`config.mk`:
```
export PLATFORM = sky130hd
export DESIGN_NAME = spcp_loader
export DESIGN_NICKNAME = d
export VERILOG_FILES = /design/src/spcp_pkg.sv /design/src/spcp_img_fetch.sv /design/src/spcp_port_fields.sv /design/src/spcp_loader.sv
export VERILOG_INCLUDE_DIRS = /design/src /design/src/src
export SDC_FILE = /design/constraint.sdc
export NUM_CORES = 1
export LEC_CHECK = 0
export BUFFER_PORTS_ARGS = -buffer_cell sky130_fd_sc_hd__buf_2
export CAP_MARGIN = 20
export CORE_UTILIZATION = 25
export DETAILED_ROUTE_END_ITERATION = 8
export PLACE_DENSITY = 0.47
export SLEW_MARGIN = 40
export SYNTH_ARGS = -nofsm -noshare
export SYNTH_HDL_FRONTEND = slang
export SYNTH_HIERARCHICAL = 1
export SYNTH_SLANG_ARGS = --single-unit
```
`constraint.sdc`:
```
create_clock -name CLK_SYS -period 2 [get_ports CLK_SYS]
set_input_delay 0.3 -clock CLK_SYS [delete_from_list [all_inputs] [get_ports CLK_SYS]]
set_output_delay 0.3 -clock CLK_SYS [all_outputs]
set_load 0.05 [all_outputs]
```
`src/spcp_cfg.svh`:
```
// Constants of the switch port configuration preload block
`ifndef SPCP_CFG_SVH
`define SPCP_CFG_SVH
// What this block does
// - Word 55h high byte to port2 44h[31:24]
// - Word 57h high byte to port3 44h[31:24]
// - Word 56h bit0 to port3 44h bit3
// - Word 56h bits3:1 to port3 40h[24:22]
// - Word 56h bit4 to port3 40h bit25
// - Word 56h bit5 to port3 40h bit26
// - Word 56h bits7:6 to port3 40h[29:28]
// - Ports0-2 word bit1 to D0h bit28
// - Ports0-2 word bit2 to 40h bit21
// - Ports0-2 word bit3 to 144h bit4
// - Ports0-2 word bits6:4 to CCh[26:24]
// - Ports0-2 word bits15:9 to 154h[7:1]
// - Ports1-2 word bit0 to C0h bit24

// ==========================================================
// Image word addresses, in load order
`define SPCP_IMG_P2PMD   8'h55
`define SPCP_IMG_P3PMC   8'h56
`define SPCP_IMG_P3PMD   8'h57
`define SPCP_IMG_P0SLOT  8'h60
`define SPCP_IMG_P1SLOT  8'h62
`define SPCP_IMG_P2SLOT  8'h64
`define SPCP_NUM_WORDS   3'h6
`define SPCP_NO_SLOT     3'h7

// ==========================================================
// Configuration dword offsets
`define SPCP_OFF_PMCAP   12'h040
`define SPCP_OFF_PMCSR   12'h044
`define SPCP_OFF_PCIECAP 12'h0C0
`define SPCP_OFF_LINKCAP 12'h0CC
`define SPCP_OFF_SLOTCLK 12'h0D0
`define SPCP_OFF_VCCAP   12'h144
`define SPCP_OFF_VCMAP   12'h154

// ==========================================================
// Field positions: image word side, dword side
`define SPCP_I_PMDATA    15:8
`define SPCP_D_PMDATA    31:24
`define SPCP_I_NSR       0
`define SPCP_D_NSR       3
`define SPCP_I_AUX       3:1
`define SPCP_D_AUX       24:22
`define SPCP_I_D1        4
`define SPCP_D_D1        25
`define SPCP_I_D2        5
`define SPCP_D_D2        26
`define SPCP_I_PME       7:6
`define SPCP_D_PME       29:28
`define SPCP_I_SLOTI     0
`define SPCP_D_SLOTI     24
`define SPCP_I_SCLK      1
`define SPCP_D_SCLK      28
`define SPCP_I_DSI       2
`define SPCP_D_DSI       21
`define SPCP_I_LPVC      3
`define SPCP_D_LPVC      4
`define SPCP_I_PNUM      6:4
`define SPCP_D_PNUM      26:24
`define SPCP_I_TCMAP     15:9
`define SPCP_D_TCMAP     7:1

// ==========================================================
// Reset values
`define SPCP_RST_DW      32'h0000_0000

// ==========================================================
// Local control and status registers
`define SPCP_OFF_CTRL    12'hF00
`define SPCP_OFF_STAT    12'hF04
`define SPCP_CTRL_RELOAD 0
`define SPCP_STAT_DONE   0
`define SPCP_STAT_BUSY   1
`define SPCP_STAT_TMO    2
`define SPCP_STAT_LOADED 13:8
`define SPCP_STAT_MISSED 21:16

// ==========================================================
// Timing
`define SPCP_TMO_CYC     1000
`endif

```
`src/spcp_pkg.sv`:
```
// Types of the switch port configuration preload block
package spcp_pkg;
	// Fetch sequencer states
	typedef enum logic [1:0] {SPCP_IDLE, SPCP_REQ, SPCP_STEP, SPCP_DONE} spcp_fsm_t;

	// One image word handed to the field stores
	typedef struct packed {
		logic        valid;
		logic [2:0]  slot;
		logic [15:0] data;
	} spcp_word_t;

	// The configuration dwords one port can hold
	typedef struct packed {
		logic [31:0] pmcap;
		logic [31:0] pmcsr;
		logic [31:0] pciecap;
		logic [31:0] linkcap;
		logic [31:0] slotclk;
		logic [31:0] vccap;
		logic [31:0] vcmap;
	} spcp_port_dw_t;

	// Fetch sequencer state
	typedef struct packed {
		spcp_fsm_t   fsm;
		logic [2:0]  slot;
		logic [15:0] tmo;
		logic        req;
		logic [7:0]  addr;
		spcp_word_t  word;
		logic        miss;
		logic        busy;
		logic        done;
	} spcp_fetch_st_t;

	// Field store state
	typedef struct packed {
		spcp_port_dw_t dw;
	} spcp_pf_st_t;

	// Top state
	typedef struct packed {
		logic [31:0] rdata;
		logic [5:0]  loaded;
		logic [5:0]  missed;
		logic        tmo_err;
		logic        start;
		logic        ready;
	} spcp_top_st_t;
endpackage : spcp_pkg

```
`src/spcp_img_fetch.sv`:
```
// Sequencer that reads the image words one after another
`timescale 1ns/1ps
`include "spcp_cfg.svh"
module spcp_img_fetch #(
	parameter int TMO_CYC = `SPCP_TMO_CYC
) (
	input  wire logic               clk_sys,
	input  wire logic               rst,
	input  wire logic               start,
	input  wire logic               img_ack,
	input  wire logic [15:0]        img_data,
	output logic                    img_req,
	output logic [7:0]              img_addr,
	output spcp_pkg::spcp_word_t    word,
	output logic                    miss,
	output logic                    busy,
	output logic                    done
);
	import spcp_pkg::*;

	// ==========================================================
	// Parameter check
	if (TMO_CYC < 1 || TMO_CYC > 65535) begin : g_bad_tmo
		$error("TMO_CYC out of range");
	end

	localparam logic [15:0] TMO_LAST = 16'(TMO_CYC - 1);

	spcp_fetch_st_t s_reg;
	spcp_fetch_st_t s_next;

	// Image address of each load slot
	function automatic logic [7:0] addr_of(input logic [2:0] slot);
		case (slot)
			3'h0:    addr_of = `SPCP_IMG_P2PMD;
			3'h1:    addr_of = `SPCP_IMG_P3PMC;
			3'h2:    addr_of = `SPCP_IMG_P3PMD;
			3'h3:    addr_of = `SPCP_IMG_P0SLOT;
			3'h4:    addr_of = `SPCP_IMG_P1SLOT;
			default: addr_of = `SPCP_IMG_P2SLOT;
		endcase
	endfunction : addr_of

	// ==========================================================
	// Next state
	always_comb begin
		s_next = s_reg;
		s_next.word.valid = 1'b0;
		s_next.miss = 1'b0;
		case (s_reg.fsm)
			SPCP_IDLE, SPCP_DONE: begin
				if (start) begin
					s_next.slot = 3'h0;
					s_next.addr = addr_of(3'h0);
					s_next.req = 1'b1;
					s_next.tmo = 16'h0000;
					s_next.busy = 1'b1;
					s_next.done = 1'b0;
					s_next.fsm = SPCP_REQ;
				end
			end
			SPCP_REQ: begin
				if (img_ack) begin
					s_next.req = 1'b0;
					s_next.word = '{valid: 1'b1, slot: s_reg.slot, data: img_data};
					s_next.fsm = SPCP_STEP;
				end else if (s_reg.tmo == TMO_LAST) begin
					// Silent source: word skipped, field keeps its value
					s_next.req = 1'b0;
					s_next.miss = 1'b1;
					s_next.word.slot = s_reg.slot;
					s_next.fsm = SPCP_STEP;
				end else begin
					s_next.tmo = s_reg.tmo + 16'h0001;
				end
			end
			SPCP_STEP: begin
				if (s_reg.slot == `SPCP_NUM_WORDS - 3'h1) begin
					s_next.busy = 1'b0;
					s_next.done = 1'b1;
					s_next.fsm = SPCP_DONE;
				end else begin
					s_next.slot = s_reg.slot + 3'h1;
					s_next.addr = addr_of(s_reg.slot + 3'h1);
					s_next.req = 1'b1;
					s_next.tmo = 16'h0000;
					s_next.fsm = SPCP_REQ;
				end
			end
			default: begin
				s_next.fsm = SPCP_IDLE;
			end
		endcase
	end

	// State register
	always_ff @(posedge clk_sys) begin
		if (rst) begin
			s_reg <= '{fsm: SPCP_IDLE, default: '0};
		end else begin
			s_reg <= s_next;
		end
	end

	// Outputs
	assign img_req  = s_reg.req;
	assign img_addr = s_reg.addr;
	assign word     = s_reg.word;
	assign miss     = s_reg.miss;
	assign busy     = s_reg.busy;
	assign done     = s_reg.done;
endmodule : spcp_img_fetch

```
`src/spcp_port_fields.sv`:
```
// Loaded configuration fields of one switch port
`timescale 1ns/1ps
`include "spcp_cfg.svh"
module spcp_port_fields #(
	parameter int PORT = 0
) (
	input  wire logic               clk_sys,
	input  wire logic               rst,
	input  spcp_pkg::spcp_word_t    word,
	output spcp_pkg::spcp_port_dw_t dw
);
	import spcp_pkg::*;

	// ==========================================================
	// Parameter check and slot selection
	if (PORT < 0 || PORT > 3) begin : g_bad_port
		$error("PORT must be 0 to 3");
	end

	localparam logic [2:0] SET_SLOT = (PORT == 0) ? 3'h3 : (PORT == 1) ? 3'h4 :
		(PORT == 2) ? 3'h5 : `SPCP_NO_SLOT;
	localparam logic [2:0] PMD_SLOT = (PORT == 2) ? 3'h0 : (PORT == 3) ? 3'h2 :
		`SPCP_NO_SLOT;
	localparam logic [2:0] PMC_SLOT = (PORT == 3) ? 3'h1 : `SPCP_NO_SLOT;
	localparam logic       HAS_SLOTI = (PORT == 1 || PORT == 2);

	spcp_pf_st_t s_reg;
	spcp_pf_st_t s_next;

	// ==========================================================
	// Field loads from the incoming image word
	always_comb begin
		s_next = s_reg;
		if (word.valid && word.slot == PMD_SLOT) begin
			s_next.dw.pmcsr[`SPCP_D_PMDATA] = word.data[`SPCP_I_PMDATA];
		end
		if (word.valid && word.slot == PMC_SLOT) begin
			s_next.dw.pmcsr[`SPCP_D_NSR] = word.data[`SPCP_I_NSR];
			s_next.dw.pmcap[`SPCP_D_AUX] = word.data[`SPCP_I_AUX];
			s_next.dw.pmcap[`SPCP_D_D1]  = word.data[`SPCP_I_D1];
			s_next.dw.pmcap[`SPCP_D_D2]  = word.data[`SPCP_I_D2];
			s_next.dw.pmcap[`SPCP_D_PME] = word.data[`SPCP_I_PME];
		end
		if (word.valid && word.slot == SET_SLOT) begin
			s_next.dw.slotclk[`SPCP_D_SCLK] = word.data[`SPCP_I_SCLK];
			s_next.dw.pmcap[`SPCP_D_DSI]    = word.data[`SPCP_I_DSI];
			s_next.dw.vccap[`SPCP_D_LPVC]   = word.data[`SPCP_I_LPVC];
			s_next.dw.linkcap[`SPCP_D_PNUM] = word.data[`SPCP_I_PNUM];
			s_next.dw.vcmap[`SPCP_D_TCMAP]  = word.data[`SPCP_I_TCMAP];
			if (HAS_SLOTI) begin
				s_next.dw.pciecap[`SPCP_D_SLOTI] = word.data[`SPCP_I_SLOTI];
			end
		end
	end

	// Field register; defaults until a word arrives
	always_ff @(posedge clk_sys) begin
		if (rst) begin
			s_reg.dw <= {7{`SPCP_RST_DW}};
		end else begin
			s_reg <= s_next;
		end
	end

	assign dw = s_reg.dw;
endmodule : spcp_port_fields

```
`src/spcp_loader.sv`:
```
// Top of the switch port configuration preload block
`timescale 1ns/1ps
`include "spcp_cfg.svh"
module spcp_loader #(
	parameter int NUM_PORTS = 4,
	parameter int TMO_CYC   = `SPCP_TMO_CYC
) (
	input  wire logic        CLK_SYS,
	input  wire logic        RST,
	output logic             IMG_REQ,
	output logic [7:0]       IMG_ADDR,
	input  wire logic        IMG_ACK,
	input  wire logic [15:0] IMG_DATA,
	input  wire logic [13:0] REG_ADDR,
	input  wire logic [31:0] REG_WDATA,
	input  wire logic        REG_WR,
	input  wire logic        REG_RD,
	output logic [31:0]      REG_RDATA,
	output logic             CFG_READY
);
	import spcp_pkg::*;

	// ==========================================================
	// Parameter check
	if (NUM_PORTS != 4) begin : g_bad_ports
		$error("NUM_PORTS must be 4");
	end

	spcp_top_st_t  s_reg;
	spcp_top_st_t  s_next;
	spcp_word_t    word;
	spcp_port_dw_t pdw [NUM_PORTS];
	logic          f_miss;
	logic          f_busy;
	logic          f_done;
	logic [1:0]    rd_port;
	logic [11:0]   rd_off;
	logic          ctl_hit;
	logic          reload;
	logic          tmo_clr;

	// ==========================================================
	// Image word sequencer
	spcp_img_fetch #(
		.TMO_CYC (TMO_CYC)
	) u_fetch (
		.clk_sys  (CLK_SYS),
		.rst      (RST),
		.start    (s_reg.start),
		.img_ack  (IMG_ACK),
		.img_data (IMG_DATA),
		.img_req  (IMG_REQ),
		.img_addr (IMG_ADDR),
		.word     (word),
		.miss     (f_miss),
		.busy     (f_busy),
		.done     (f_done)
	);

	// ==========================================================
	// One field store per port
	for (genvar p = 0; p < NUM_PORTS; p++) begin : g_port
		spcp_port_fields #(
			.PORT (p)
		) u_fields (
			.clk_sys (CLK_SYS),
			.rst     (RST),
			.word    (word),
			.dw      (pdw[p])
		);
	end

	// ==========================================================
	// Register address split and local decode
	assign rd_port = REG_ADDR[13:12];
	assign rd_off  = REG_ADDR[11:0];
	assign ctl_hit = (rd_port == 2'h0);
	assign reload  = REG_WR && ctl_hit && rd_off == `SPCP_OFF_CTRL &&
		REG_WDATA[`SPCP_CTRL_RELOAD] && !f_busy && !s_reg.start;
	assign tmo_clr = REG_WR && ctl_hit && rd_off == `SPCP_OFF_STAT &&
		REG_WDATA[`SPCP_STAT_TMO];

	// ==========================================================
	// Next state: load start, status, read data
	always_comb begin
		s_next = s_reg;
		s_next.start = reload;
		// Ready once every word was fetched or skipped
		// Pending start masks the stale done of the last load
		if (reload) begin
			s_next.ready = 1'b0;
			s_next.loaded = 6'h00;
			s_next.missed = 6'h00;
		end else if (f_done && !s_reg.start) begin
			s_next.ready = 1'b1;
		end
		// Per-word bookkeeping
		if (word.valid) begin
			s_next.loaded[word.slot] = 1'b1;
		end
		if (f_miss) begin
			s_next.missed[word.slot] = 1'b1;
		end
		// Timeout flag, a new miss beats the clear
		if (f_miss) begin
			s_next.tmo_err = 1'b1;
		end else if (tmo_clr) begin
			s_next.tmo_err = 1'b0;
		end
		// Read data, zero for unmapped addresses
		s_next.rdata = 32'h0000_0000;
		if (REG_RD) begin
			case (rd_off)
				`SPCP_OFF_PMCAP:   s_next.rdata = pdw[rd_port].pmcap;
				`SPCP_OFF_PMCSR:   s_next.rdata = pdw[rd_port].pmcsr;
				`SPCP_OFF_PCIECAP: s_next.rdata = pdw[rd_port].pciecap;
				`SPCP_OFF_LINKCAP: s_next.rdata = pdw[rd_port].linkcap;
				`SPCP_OFF_SLOTCLK: s_next.rdata = pdw[rd_port].slotclk;
				`SPCP_OFF_VCCAP:   s_next.rdata = pdw[rd_port].vccap;
				`SPCP_OFF_VCMAP:   s_next.rdata = pdw[rd_port].vcmap;
				`SPCP_OFF_STAT: begin
					if (ctl_hit) begin
						s_next.rdata[`SPCP_STAT_DONE]   = s_reg.ready;
						s_next.rdata[`SPCP_STAT_BUSY]   = f_busy;
						s_next.rdata[`SPCP_STAT_TMO]    = s_reg.tmo_err;
						s_next.rdata[`SPCP_STAT_LOADED] = s_reg.loaded;
						s_next.rdata[`SPCP_STAT_MISSED] = s_reg.missed;
					end
				end
				default: s_next.rdata = 32'h0000_0000;
			endcase
		end
	end

	// State register; reset kicks off the first load
	always_ff @(posedge CLK_SYS) begin
		if (RST) begin
			s_reg <= '{start: 1'b1, default: '0};
		end else begin
			s_reg <= s_next;
		end
	end

	// Outputs
	assign REG_RDATA = s_reg.rdata;
	assign CFG_READY = s_reg.ready;
endmodule : spcp_loader

```
==> run metrics <==
largest net degree at the start of global routing 122; Yosys top cell by area buf_4; gate count of the mapped netlist 2209; Int Pwr 9.217 mW; initial core utilization 25.27%; Req. time, crit path 2.49 ns; Overflow after GRT 0; Reg clk slew, reported paths 0.06 ns; Switching Fraction 28.31%; Total GRT Usage 10.33%; RSZ-0062 raised after global routing false; Async SR Flop Fraction 0%; vias per cell 3.805; Peak Freq 536.1 MHz; Worst-Margin Slew 0.7435 ns; Worst Hold Class input pin to register; Layout area overhead -1.597%; final non-filler cell total 3413; Power Density 585.0 mW/mm2; Critical Path Sink Type register; clk sinks 216; Slew headroom 50.43%; gp weighted congestion 0.7667; number of global-route vias before repair 12650; Clock Latency Late Sink 0.58 ns; Finish-stage setup viols 0; Yosys cell types 71; Largest register FFs 118; Mapped Avg Cell Area 10.11 um2; Routed WL 45.98 mm; DIE HEIGHT 300.9 um; # H-tree levels 1; Seq/Total Area, Yosys 19.36%; CP arrival 2.36 ns; Top FF cell, synth dfxtp_1; EDFF count, synth 0; initial antenna violation count 1; hpwl dp 32.97 mm; most frequent cells in the layout conb_1, mux4_2, dfxtp_1, nand2b_1, mux2i_1; standard-cell rows 109; Yosys warning total 6; crit path time final 1.865 ns; commonest non-fill, non-tap cell in the layout conb_1; CTS tree built; clk buf depth 3; status completed; worst clock skew 0.01503 ns; Sw Pwr 3.639 mW; Cell Area, Synth 0.02233 mm2; average wire per standard cell 13.47 um; Initial DRC Count 677; crit-path max cell delay 0.38 ns; TNS Setup 0 ns; fin nets 2306; via count 12990; Lkg Pwr 8.881 nW; critical path launch point type register; MaxCap Viol Count 0; clock network fraction of total power 44.4%; Ports 109; die area 0.09053 mm2; clk root buf clkbuf_16; Core ar. 0.08837 mm2; top cells by area, synth buf_4, mux4_2, dfxtp_1, mux2i_1, nand2b_1; router iterations before antenna repair 5; Gate power share 20.1%; flip-flop and latch count after synthesis 216; Die W 300.9 um; Place WS -0.001602 ns; Tcrit/Tclk final 93.27%; Routed Antenna Nets 0; Buffers on Ports 76; slowest CP cell or3_1; fill cell count 9725; total power 12.86 mW; CP Max Fanout 5; Max VDD drop 0.5381 mV; first-pass GRT wire length 72.85 mm; layout cells sized above 1 21.80%; cts repair resizes 0; pins over their slew limit 0; DRC 0; share of the synthesized area in the top cell type 28.91%; Cell Chain, Critical Path inv_1, ha_1, nor4b_1, a41o_1, or3_1, a221oi_2; share of power burned in registers 35.5%; Final Hold Fails 0; kind of critical path register to register; dpl cells 3351; CTS Buf Count 27; # diodes 0; setup slack after layout 0.1346 ns
[worst max-delay path: cells and delay by family (launching register included)]
| family | cells | cell delay [ns] |
|---|---|---|
| AOI/OAI and AO/OA | 2 | 0.55 |
| buffers and inverters | 1 | 0.09 |
| and+or+nand+nor | 2 | 0.55 |
| adders and majority gates | 1 | 0.24 |
| DFF | 1 | 0.36 |
[per-stage QoR]
step | hold WS, ns | util [%] | instance area [um2]
floorplan | 0.3724 | - | 25250
global placement | 0.4423 | 23.52 | 20790
detailed placement | 0.4485 | 23.54 | 20810
CTS | 0.009757 | 24.86 | 21970
global route | 0.02536 | 24.87 | 21980
finish | 0.01611 | 24.87 | 21980
[path summary, 6_finish.rpt]
kind                    endpoint                start  cells past startpoint  slack (ns)
max reg2reg    u_fetch/s_reg[40]    u_fetch/s_reg[52]                      6        0.13
max            u_fetch/s_reg[40]    u_fetch/s_reg[52]                      6        0.13
min reg2reg  u_fetch/img_addr[1]  u_fetch/img_addr[1]                      2        0.46
min             u_fetch/word[10]         IMG_DATA[10]                      3        0.02
[kinds of logic after synthesis]
family	share of synthesized area (%)
adder cells (fa/ha/maj)	0.5042
AND/OR/NAND/NOR	11.05
buffers and inverters	32.39
AO/OA/AOI/OAI	8.409
XOR/XNOR	0.03923
multiplexers	28.16
flip-flops	19.36
other	0.08405
[cells in the mapped netlist, types with 12 or more instances]
cell type / n
a21oi_1: 37
a221oi_2: 26
a22o_1: 39
a22oi_1: 50
a31oi_1: 38
buf_2: 30
buf_4: 860
buf_6: 32
clkbuf_1: 40
dfxtp_1: 216
inv_1: 19
mux2i_1: 122
mux4_2: 224
nand2_1: 73
nand2b_1: 193
nand3_1: 12
nand4_1: 18
nor2_1: 31
o21ai_0: 13
[power groups by stage]
stage / Sequential, mW / Combinational, mW / Clock, mW
CTS: 4.56 / 2.57 / 5.95
global route: 4.58 / 2.90 / 6.07
global placement: 4.66 / 2.54 / 0
floorplan: 4.60 / 3.25 / 0
detailed placement: 4.66 / 2.54 / 0
finish: 4.56 / 2.59 / 5.71
[routing by layer]
layer	global-route usage [%]	up-vias	wire [um]
met2	16.24	139	20500
li1	-	6389	-
met1	14.96	6416	23220
met5	0	-	13
met3	1.465	42	1479
met4	2.006	2	773
[layout make-up]
type                    instances  area (um2)  share of cell area [%]
repair buffers                186        1400                   6.371
multi-input cells            1780       13710                   62.37
flip-flops and latches        216        4324                   19.68
clock inverters                13       264.0                   1.201
clock buffers                  34       752.0                   3.422
well taps                    1165        1458                   6.633
inverters                      19       71.32                  0.3245
[what timing repair did]
| item | CTS | global route |
|---|---|---|
| setup buffers | 0 | 0 |
| endpoints found under the hold margin | 15 | 0 |
| hold buffers | 15 | 0 |
| setup endpoints to repair | 0 | 0 |
Note: power is estimated with default switching activity, not from simulation.
